$ cat config.mk
export PLATFORM = sky130hd
export DESIGN_NAME = mpe_port
export DESIGN_NICKNAME = d
export VERILOG_FILES = /design/src/verilog/mpe_pkg.sv /design/src/verilog/mpe_port.sv
export SDC_FILE = /design/constraint.sdc
export NUM_CORES = 1
export LEC_CHECK = 0
export BUFFER_PORTS_ARGS = -buffer_cell sky130_fd_sc_hd__buf_2
export CAP_MARGIN = 20
export CORE_MARGIN = 1
export CORE_UTILIZATION = 40
export DETAILED_ROUTE_END_ITERATION = 8
export PLACE_DENSITY = 0.76
export SLEW_MARGIN = 25
export SYNTH_ARGS = -nofsm -noshare
export SYNTH_HDL_FRONTEND = slang
export SYNTH_SLANG_ARGS = --single-unit
$ cat constraint.sdc
create_clock -name clock -period 2.6 [get_ports clock]
set_input_delay 0.39 -clock clock [delete_from_list [all_inputs] [get_ports clock]]
set_output_delay 0.39 -clock clock [all_outputs]
set_load 0.02 [all_outputs]
$ cat src/verilog/mpe_pkg.sv
// Constants for the maintenance port error-checking block
package mpe_pkg;
    // Register byte offsets on APB
    localparam logic [7:0] MPE_ZERO_OFS = 8'h00;
    localparam logic [7:0] MPE_ST1_OFS = 8'h04;
    localparam logic [7:0] MPE_ST2_OFS = 8'h08;
    localparam logic [7:0] MPE_IST_OFS = 8'h0C;
    localparam logic [7:0] MPE_ICLR_OFS = 8'h10;
    localparam logic [7:0] MPE_IEN_OFS = 8'h14;
    localparam logic [7:0] MPE_WIN_BASE = 8'h20;
    localparam logic [7:0] MPE_WIN_MASK = 8'hE0;
    // port_status_one fields
    localparam int MPE_DOWN_BIT = 0;
    // port_status_two fields (also the interrupt status layout)
    localparam int MPE_TO_BIT = 0;
    localparam int MPE_MP_BIT = 1;
    localparam int MPE_CP_BIT = 2;
    localparam int MPE_DN_BIT = 3;
    localparam int MPE_TEST_BIT = 4;
    localparam int MPE_NFLAG = 4;
    localparam logic [MPE_NFLAG-1:0] MPE_FLAG_RST = 4'h0;
    localparam logic [31:0] MPE_ZERO_WORD = 32'h0000_0000;
    // Central control unit answer timeout
    localparam int MPE_CLK_NS = 10;
    localparam int MPE_TMO_NS = 2000;
    localparam int MPE_TMO_CYC = MPE_TMO_NS / MPE_CLK_NS;
    localparam logic [7:0] MPE_TMO_LIM = 8'(MPE_TMO_CYC - 1);
    // Access sequencer states
    typedef enum logic [1:0] {
        MPE_IDLE = 2'b00,
        MPE_CHECK = 2'b01,
        MPE_WAIT = 2'b10,
        MPE_DONE = 2'b11
    } mpe_state_t;
endpackage

$ cat src/verilog/mpe_port.sv
// Maintenance port: APB slave with parity checking and level 0 interrupt
//
// Local design decisions: the APB slave port and the register addresses.
module mpe_port
    import mpe_pkg::*;
(
    input wire logic clock,
    input wire logic nrst,
    input wire logic psel,
    input wire logic penable,
    input wire logic pwrite,
    input wire logic [7:0] paddr,
    input wire logic [31:0] pwdata,
    input wire logic maint_par,
    output logic [31:0] prdata,
    output logic pready,
    output logic pslverr,
    output logic [7:0] io_addr,
    output logic io_addr_par,
    output logic [31:0] io_wdata,
    output logic io_we,
    output logic io_req,
    input wire logic io_ack,
    input wire logic [31:0] io_rdata,
    output logic lvl0_irq,
    output logic irq
);
    mpe_state_t state_reg;
    logic [7:0] tmo_cnt_reg;
    logic down_reg;
    logic test_reg;
    logic [MPE_NFLAG-1:0] flag_reg;
    logic [MPE_NFLAG-1:0] ist_reg;
    logic [MPE_NFLAG-1:0] ien_reg;
    logic [MPE_NFLAG-1:0] ev;
    logic [MPE_NFLAG-1:0] flag_clr;
    logic [MPE_NFLAG-1:0] ist_clr;
    logic setup;
    logic done_acc;
    logic wr_done;
    logic in_win;
    logic mpar_bad;
    logic known;
    logic [31:0] rd_local;

    // Bus phase decode
    assign setup = psel && !penable;
    assign done_acc = psel && penable && (state_reg == MPE_DONE);
    assign wr_done = done_acc && pwrite;
    assign in_win = (paddr & MPE_WIN_MASK) == MPE_WIN_BASE;
    assign known = in_win || paddr == MPE_ZERO_OFS || paddr == MPE_ST1_OFS
        || paddr == MPE_ST2_OFS || paddr == MPE_IST_OFS
        || paddr == MPE_ICLR_OFS || paddr == MPE_IEN_OFS;

    // Odd parity over address byte, plus low data byte on writes
    assign mpar_bad = ~^{paddr, (pwrite ? pwdata[7:0] : 8'h00), maint_par};

    // Error events raised by the sequencer
    always_comb begin
        ev = '0;
        ev[MPE_MP_BIT] = setup && mpar_bad;
        ev[MPE_DN_BIT] = setup && !pwrite && down_reg;
        ev[MPE_CP_BIT] = (state_reg == MPE_CHECK) && !(^{io_addr, io_addr_par});
        ev[MPE_TO_BIT] = (state_reg == MPE_WAIT) && !io_ack
            && tmo_cnt_reg == MPE_TMO_LIM;
    end

    // Write-one-to-clear masks
    assign flag_clr = (wr_done && paddr == MPE_ST2_OFS) ? pwdata[MPE_NFLAG-1:0] : '0;
    assign ist_clr = (wr_done && paddr == MPE_ICLR_OFS) ? pwdata[MPE_NFLAG-1:0] : '0;

    // Local register read mux
    always_comb begin
        rd_local = MPE_ZERO_WORD;
        case (paddr)
            MPE_ST1_OFS: rd_local[MPE_DOWN_BIT] = down_reg;
            MPE_ST2_OFS: begin
                rd_local[MPE_NFLAG-1:0] = flag_reg;
                rd_local[MPE_TEST_BIT] = test_reg;
            end
            MPE_IST_OFS: rd_local[MPE_NFLAG-1:0] = ist_reg;
            MPE_IEN_OFS: rd_local[MPE_NFLAG-1:0] = ien_reg;
            default: rd_local = MPE_ZERO_WORD;
        endcase
    end

    // Access sequencer: setup, parity check, optional central wait, done
    always_ff @(posedge clock or negedge nrst) begin
        if (!nrst) begin
            state_reg <= MPE_IDLE;
            pready <= 1'b0;
            pslverr <= 1'b0;
            prdata <= MPE_ZERO_WORD;
            io_req <= 1'b0;
            tmo_cnt_reg <= 8'h00;
        end else begin
            case (state_reg)
                MPE_IDLE: begin
                    if (setup) begin
                        state_reg <= MPE_CHECK;
                    end
                end
                MPE_CHECK: begin
                    tmo_cnt_reg <= 8'h00;
                    if (in_win && !down_reg) begin
                        io_req <= 1'b1;
                        state_reg <= MPE_WAIT;
                    end else begin
                        prdata <= (in_win || pwrite) ? MPE_ZERO_WORD : rd_local;
                        pslverr <= !known;
                        pready <= 1'b1;
                        state_reg <= MPE_DONE;
                    end
                end
                MPE_WAIT: begin
                    if (io_ack) begin
                        io_req <= 1'b0;
                        prdata <= pwrite ? MPE_ZERO_WORD : io_rdata;
                        pready <= 1'b1;
                        state_reg <= MPE_DONE;
                    end else if (tmo_cnt_reg == MPE_TMO_LIM) begin
                        io_req <= 1'b0;
                        prdata <= MPE_ZERO_WORD;
                        pslverr <= 1'b1;
                        pready <= 1'b1;
                        state_reg <= MPE_DONE;
                    end else begin
                        tmo_cnt_reg <= tmo_cnt_reg + 8'h01;
                    end
                end
                MPE_DONE: begin
                    pready <= 1'b0;
                    pslverr <= 1'b0;
                    state_reg <= MPE_IDLE;
                end
                default: state_reg <= MPE_IDLE;
            endcase
        end
    end

    // Address/data bus towards the central control unit
    always_ff @(posedge clock or negedge nrst) begin
        if (!nrst) begin
            io_addr <= 8'h00;
            io_addr_par <= 1'b1;
            io_wdata <= MPE_ZERO_WORD;
            io_we <= 1'b0;
        end else if (setup) begin
            io_addr <= paddr;
            io_addr_par <= ~^paddr ^ test_reg;
            io_wdata <= pwdata;
            io_we <= pwrite;
        end
    end

    // Status one and test bit, written at completion
    always_ff @(posedge clock or negedge nrst) begin
        if (!nrst) begin
            down_reg <= 1'b0;
            test_reg <= 1'b0;
        end else if (wr_done) begin
            if (paddr == MPE_ST1_OFS) begin
                down_reg <= pwdata[MPE_DOWN_BIT];
            end
            if (paddr == MPE_ST2_OFS) begin
                test_reg <= pwdata[MPE_TEST_BIT];
            end
        end
    end

    // Sticky status two flags; a new event beats a clear
    always_ff @(posedge clock or negedge nrst) begin
        if (!nrst) begin
            flag_reg <= MPE_FLAG_RST;
        end else begin
            flag_reg <= (flag_reg & ~flag_clr) | ev;
        end
    end

    // Interrupt status, enable and outputs
    always_ff @(posedge clock or negedge nrst) begin
        if (!nrst) begin
            ist_reg <= MPE_FLAG_RST;
            ien_reg <= MPE_FLAG_RST;
            irq <= 1'b0;
            lvl0_irq <= 1'b0;
        end else begin
            ist_reg <= (ist_reg & ~ist_clr) | ev;
            if (wr_done && paddr == MPE_IEN_OFS) begin
                ien_reg <= pwdata[MPE_NFLAG-1:0];
            end
            irq <= |(ist_reg & ien_reg);
            lvl0_irq <= |flag_reg;
        end
    end
endmodule

==> flow_summary.ini, run 1 <==
[outcome]
status = completed

[setup_path]
critical_path_class = flip-flop to flip-flop
critPathCaptureType = flip-flop
slowest_stage = dfrtp_1
crit_path_frequent_cell = inv_1
crit_start = state_reg[0]
timing.rr.start = state_reg[0]
cp.required_ps = 2860
cp.arrival_ps = 2300
startpoint_type = flip-flop
crit_fanout = 64
crit_path_cell_trace = inv_1 > ha_1 > inv_1 > a211o_4 > nand2_8 > nand2_1 > o21ai_1
slowest_delay_ps = 430

[detailed_routing]
routed_wl_mm = 11.4
wl_per_cell_um = 13.7
drt_iter0_drc = 233
ant_nets = 0
drt_first_pass_iters = 4
vias = 4095
viasPerCell = 4.92
drc = 0

[place]
dp.cells = 816
dp_hpwl_mm = 8.33
placed_cell_area_um2 = 5800
place_ws_ps = 572
gp_congestion = 0.865
portBuffers = 157

[finish]
fill_cells = 1149
synthToLayoutAreaGrowth_pct = 24.7
final_cell_count_no_fill = 832
most-common-layout-cells = 197 x nand2_1, 156 x buf_2, 102 x dfrtp_1
drive_gt1_frac = 0.289
finalInstanceArea_um2 = 6100
fin_nets = 773
final_common_cell = nand2_1
top_regs = io_wdata: 32 flops, prdata: 32 flops
diodes = 0
multi_input_area_um2 = 2120
register_area_um2 = 2580

[power]
power_leakage_nw = 3.14
power.total_mw = 4.94
vdd_drop_max_mv = 0.428
powerDensity_nw_per_um2 = 810

[clock_network]
clk_path_buf_depth = 2
htree_levels = 3
cts_tree = done
cts_sinks = 103
clock_latency_ps = 350
numCtsBuffers = 9
cts_resized = 0
post_cts_buffers = 0
clockRootBuffer = clkbuf_16
hold_buffers = 0
clk_pin_slew_ps = 70

[yosys]
synth_fa_ha_area_frac = 0.0358
synthArstFlopShare = 1.00
synth_top_cell_area_share = 0.522
synth-xor-area-share = 0.0556
syn_area_per_cell_um2 = 9.27
synth_top_flop_cell = dfrtp_1
synth_largest_area_cell = dfrtp_1
synth-compound-area-share = 0.104
muxShareOfSynthArea = 0.0200
ys_types = 48
synth_area_leaders = dfrtp_1 52%, nand2_1 15%, xnor2_1 4.8%
synth_top_family_by_area = simple AND/OR/NAND/NOR gates
syn_inst = 527
synth.net_count = 620
synth-simple-area-share = 0.216
yosys_warnings = 0
syn_area_um2 = 4890
synth_edf_count = 0
synth-seq-cells = 103
ys_seq_area_frac = 0.528

[timing]
relSlewSlack = 0.544
drv_slew = 0
fin_crit_ps = 2040
worstMarginPinSlew_ps = 682
finClkSkew_ps = 8.00
hold_viol = 0
setup_tns_ps = 0
timing.final.crit_share = 0.784
setup_slack_ps = 561
fmax_mhz = 491
setup_viol = 0
rsz0062_at_grt = false

[grt]
grt-ovfl-total = 0
antenna_found_initial = 0
groute.usage.overall = 0.189
grt_pass1_vias = 3729
grt_pass1_wl_mm = 18.8
grt_max_degree = 65

[floorplanning]
fp.dieW_um = 113
fp-row-count = 40
start_util = 0.409
core-area_um2 = 12000
dieArea_um2 = 12700
ios = 158
fp.dieH_um = 113

[run]
cap_violations = 0

[hold_path]
hp-class = input port to async pin
synth_stat cells, types with 2 or more instances:
cell type,instances
a21o_1,4
a21oi_1,8
a22o_1,4
a22oi_1,8
a31oi_1,4
buf_6,6
clkbuf_1,13
dfrtp_1,102
ha_1,14
inv_1,18
mux2_2,5
mux2i_1,3
nand2_1,197
nand2b_1,2
nand3_1,5
nand4_1,7
nor2_1,16
nor2b_1,3
nor3_1,3
o21ai_0,19
o21ai_1,29
o21ai_2,2
xnor2_1,27
xor2_1,4
logic make-up after synthesis:
family | Yosys count
flops | 103
mux | 9
simple gates | 247
compound gates | 84
xor+xnor | 31
buf+inv | 39
fa+ha+maj | 14
per-stage QoR:
step	utilization	hold slack [ps]
final	0.510	28.4
after detailed placement	0.485	417
after floorplan	-	94.4
after CTS	0.510	47.1
after global routing	0.510	63.1
after global placement	0.485	416
metal layers:
metal | GRT usage | share of wire | vias to the layer above
met5 | 0 | 0 | -
met4 | 0.0480 | 0.0087 | 0
met3 | 0.0464 | 0.065 | 10
met2 | 0.295 | 0.45 | 151
met1 | 0.266 | 0.48 | 1898
li1 | - | - | 2036
cell type report:
type / instances / area share
multi-input cells: 385 / 0.348
clock inverters: 5 / 0.00944
clock buffers: 11 / 0.0398
repair buffers: 163 / 0.139
flip-flops and latches: 103 / 0.423
well taps: 147 / 0.0302
inverters: 18 / 0.0111
worst max-delay path, delay by kind of cell, from the launching register on:
family	cells	cell delay (ps)
adder cells (fa/ha/maj)	1	390
flip-flops	1	430
AND/OR/NAND/NOR	2	400
buffers and inverters	2	270
AO/OA/AOI/OAI	2	460
worst paths after layout:
path,to,slack [ps],cells after the start
worst min register to register,io_wdata[23],470,2
worst max-delay path,prdata[1],560,7
min in group clock,io_wdata[8],230,3
worst min-delay path,prdata[19],30,1
max in group asynchronous,io_wdata[1],1890,2
worst max register to register,prdata[1],560,7
report_power, final:
part           switching (mW)  total (mW)  internal, mW
logic                    1.08        1.60         0.523
registers               0.141        1.97          1.83
clock network           0.595        1.37         0.772
Note: power is estimated with default switching activity, not from simulation.
==> run 2, diff against run 1 <==
--- a/config.mk
+++ b/config.mk
@@ -10,7 +10,7 @@
 export CORE_MARGIN = 1
 export CORE_UTILIZATION = 40
 export DETAILED_ROUTE_END_ITERATION = 8
-export PLACE_DENSITY = 0.76
+export PLACE_DENSITY = 0.79
 export SLEW_MARGIN = 25
 export SYNTH_ARGS = -nofsm -noshare
 export SYNTH_HDL_FRONTEND = slang
==> constraint.sdc (replaced) <==
create_clock -name clock -period 1.8 [get_ports clock]
set_input_delay 0.27 -clock clock [delete_from_list [all_inputs] [get_ports clock]]
set_output_delay 0.27 -clock clock [all_outputs]
set_load 0.02 [all_outputs]
==> run 2 against run 1 <==
Core utilization up 2.2 points. Clock skew about the same. Flip-flop and latch count unchanged. Final cell count up 3.0%. Sequential share of layout area down 1.7 points. Sequential power up 44%. Clock power up 34%. Register-to-register slack worse by 520 ps. Worst hold slack better by 88 ps. Worst setup slack worse by 520 ps. Via count up 2.8%.
==> flow_summary.ini, run 2 (synthesized netlist as in run 1, its figures left out) <==
[setup_path]
critPathCaptureType = flip-flop
startpoint_type = flip-flop
crit_fanout = 5
slowest_delay_ps = 380
critPathTopFamily = flip-flops
critical_path_class = flip-flop to flip-flop
cp.arrival_ps = 1980
cp.required_ps = 2020
crit_path_cell_trace = ha_1 > and4b_4 > a211o_4 > nand2_1 > mux2_1
critPathBufInv = 0
slowest_stage = dfrtp_1

[finish]
final_cell_count_no_fill = 857
diodes = 0
most-common-layout-cells = 197 x nand2_1, 156 x buf_2, 102 x dfrtp_1
drive_gt1_frac = 0.317
fin_nets = 798
top_regs = io_wdata: 32 flops, prdata: 32 flops
synthToLayoutAreaGrowth_pct = 30.1
final_common_cell = nand2_1

[timing]
relSlewSlack = 0.714
fin_crit_ps = 1760
setup_slack_ps = 42.2
finClkSkew_ps = 7.99
setup_viol = 0
hold_viol = 0
fmax_mhz = 569
timing.final.crit_share = 0.977
drv_slew = 0
worstMarginPinSlew_ps = 429

[detailed_routing]
wl_per_cell_um = 13.8
viasPerCell = 4.91
drt_iter0_drc = 274
drc = 0
vias = 4208
routed_wl_mm = 11.8
ant_nets = 0
drt_first_pass_iters = 4

[floorplanning]
dieArea_um2 = 12700
fp.dieW_um = 113
fp.dieH_um = 113
ios = 158
fp-row-count = 40
start_util = 0.409
core-area_um2 = 12000

[grt]
grt_use_met2 = 0.313
groute.usage.overall = 0.191
gr-usage-met1 = 0.252
grt_util_met3 = 0.0319
grt_pass1_vias = 3939
grt_pass1_wl_mm = 18.9
grt-ovfl-total = 0
busiest_layer = met2
antenna_found_initial = 0
grt_max_degree = 47

[clock_network]
clockRootBuffer = clkbuf_16
clk_pin_slew_ps = 70
numCtsBuffers = 9
htree_levels = 3
clk_path_buf_depth = 2
cts_tree = done
cts_sinks = 103
clock_latency_ps = 340

[run]
cap_violations = 0

[outcome]
status = completed

[place]
dp_hpwl_mm = 8.91
gp_congestion = 0.860
dp.cells = 835
portBuffers = 157
place_ws_ps = -21.0

[power]
powerDensity_nw_per_um2 = 1190
vdd_drop_max_mv = 0.604
power_leakage_nw = 3.28

[hold_path]
hp-class = input port to flip-flop
[run 2: cell type report]
class / count / area, µm²
clock buffer: 13 / 260
clock inverter: 3 / 17.5
fill: 1097 / 5610
inverter: 18 / 67.6
multi-input combinational: 385 / 2160
sequential: 103 / 2580
tap: 147 / 184
timing repair buffer: 188 / 1090
[run 2: power by group]
group | switching, mW | internal (mW) | leakage (nW) | total, mW
combinational | 1.72 | 1.17 | 1.83 | 2.89
sequential | 0.190 | 2.65 | 1.32 | 2.84
clock | 0.816 | 1.01 | 0.136 | 1.83
total | 2.73 | 4.83 | 3.28 | 7.55
[run 2: timing repair]
item | in CTS | in global routing
setup buffers | 0 | 5
endpoints found under the setup margin | 3 | 34
hold buffers | 1 | 0
resized for setup | 2 | 6
pin swaps | 0 | 1
gates cloned | 0 | 0
endpoints found under the hold margin | 25 | 0
[run 2: worst paths after layout]
| path | end | start | cells past startpoint | slack [ps] |
|---|---|---|---|---|
| worst max-delay path | state_reg[1] | tmo_cnt_reg[0] | 5 | 40 |
| worst min-delay path | io_wdata[10] | pwdata[10] | 3 | 120 |
| worst max register to register | state_reg[1] | tmo_cnt_reg[0] | 5 | 40 |
| worst min register to register | io_wdata[12] | io_wdata[12] | 2 | 470 |
| max in group asynchronous | prdata[27] | nrst | 3 | 760 |
| min in group asynchronous | prdata[8] | nrst | 2 | 420 |
[run 2: stage by stage]
| step | total power [mW] | area, µm² | utilization | TNS [ps] | hold WS (ps) |
|---|---|---|---|---|---|
| after global placement | 5.50 | 5990 | 0.501 | 0 | 239 |
| after floorplan | 4.70 | 4890 | - | 0 | -25.6 |
| final | 7.55 | 6360 | 0.531 | 0 | 116 |
| after global routing | 8.02 | 6360 | 0.531 | -29.4 | 106 |
| after CTS | 7.43 | 6280 | 0.525 | 0 | 104 |
| after detailed placement | 5.57 | 5990 | 0.501 | -29.6 | 239 |
[run 2: layer usage]
metal,vias to the layer above,wire length [µm]
met3,15,690
met2,166,5540
met5,-,0
met1,1944,5370
met4,0,201
li1,2083,-
[run 2: tightest hold or removal path: stages]
cell	delay, ps
buf_2	70
nand2_1	40
nand2_1	40
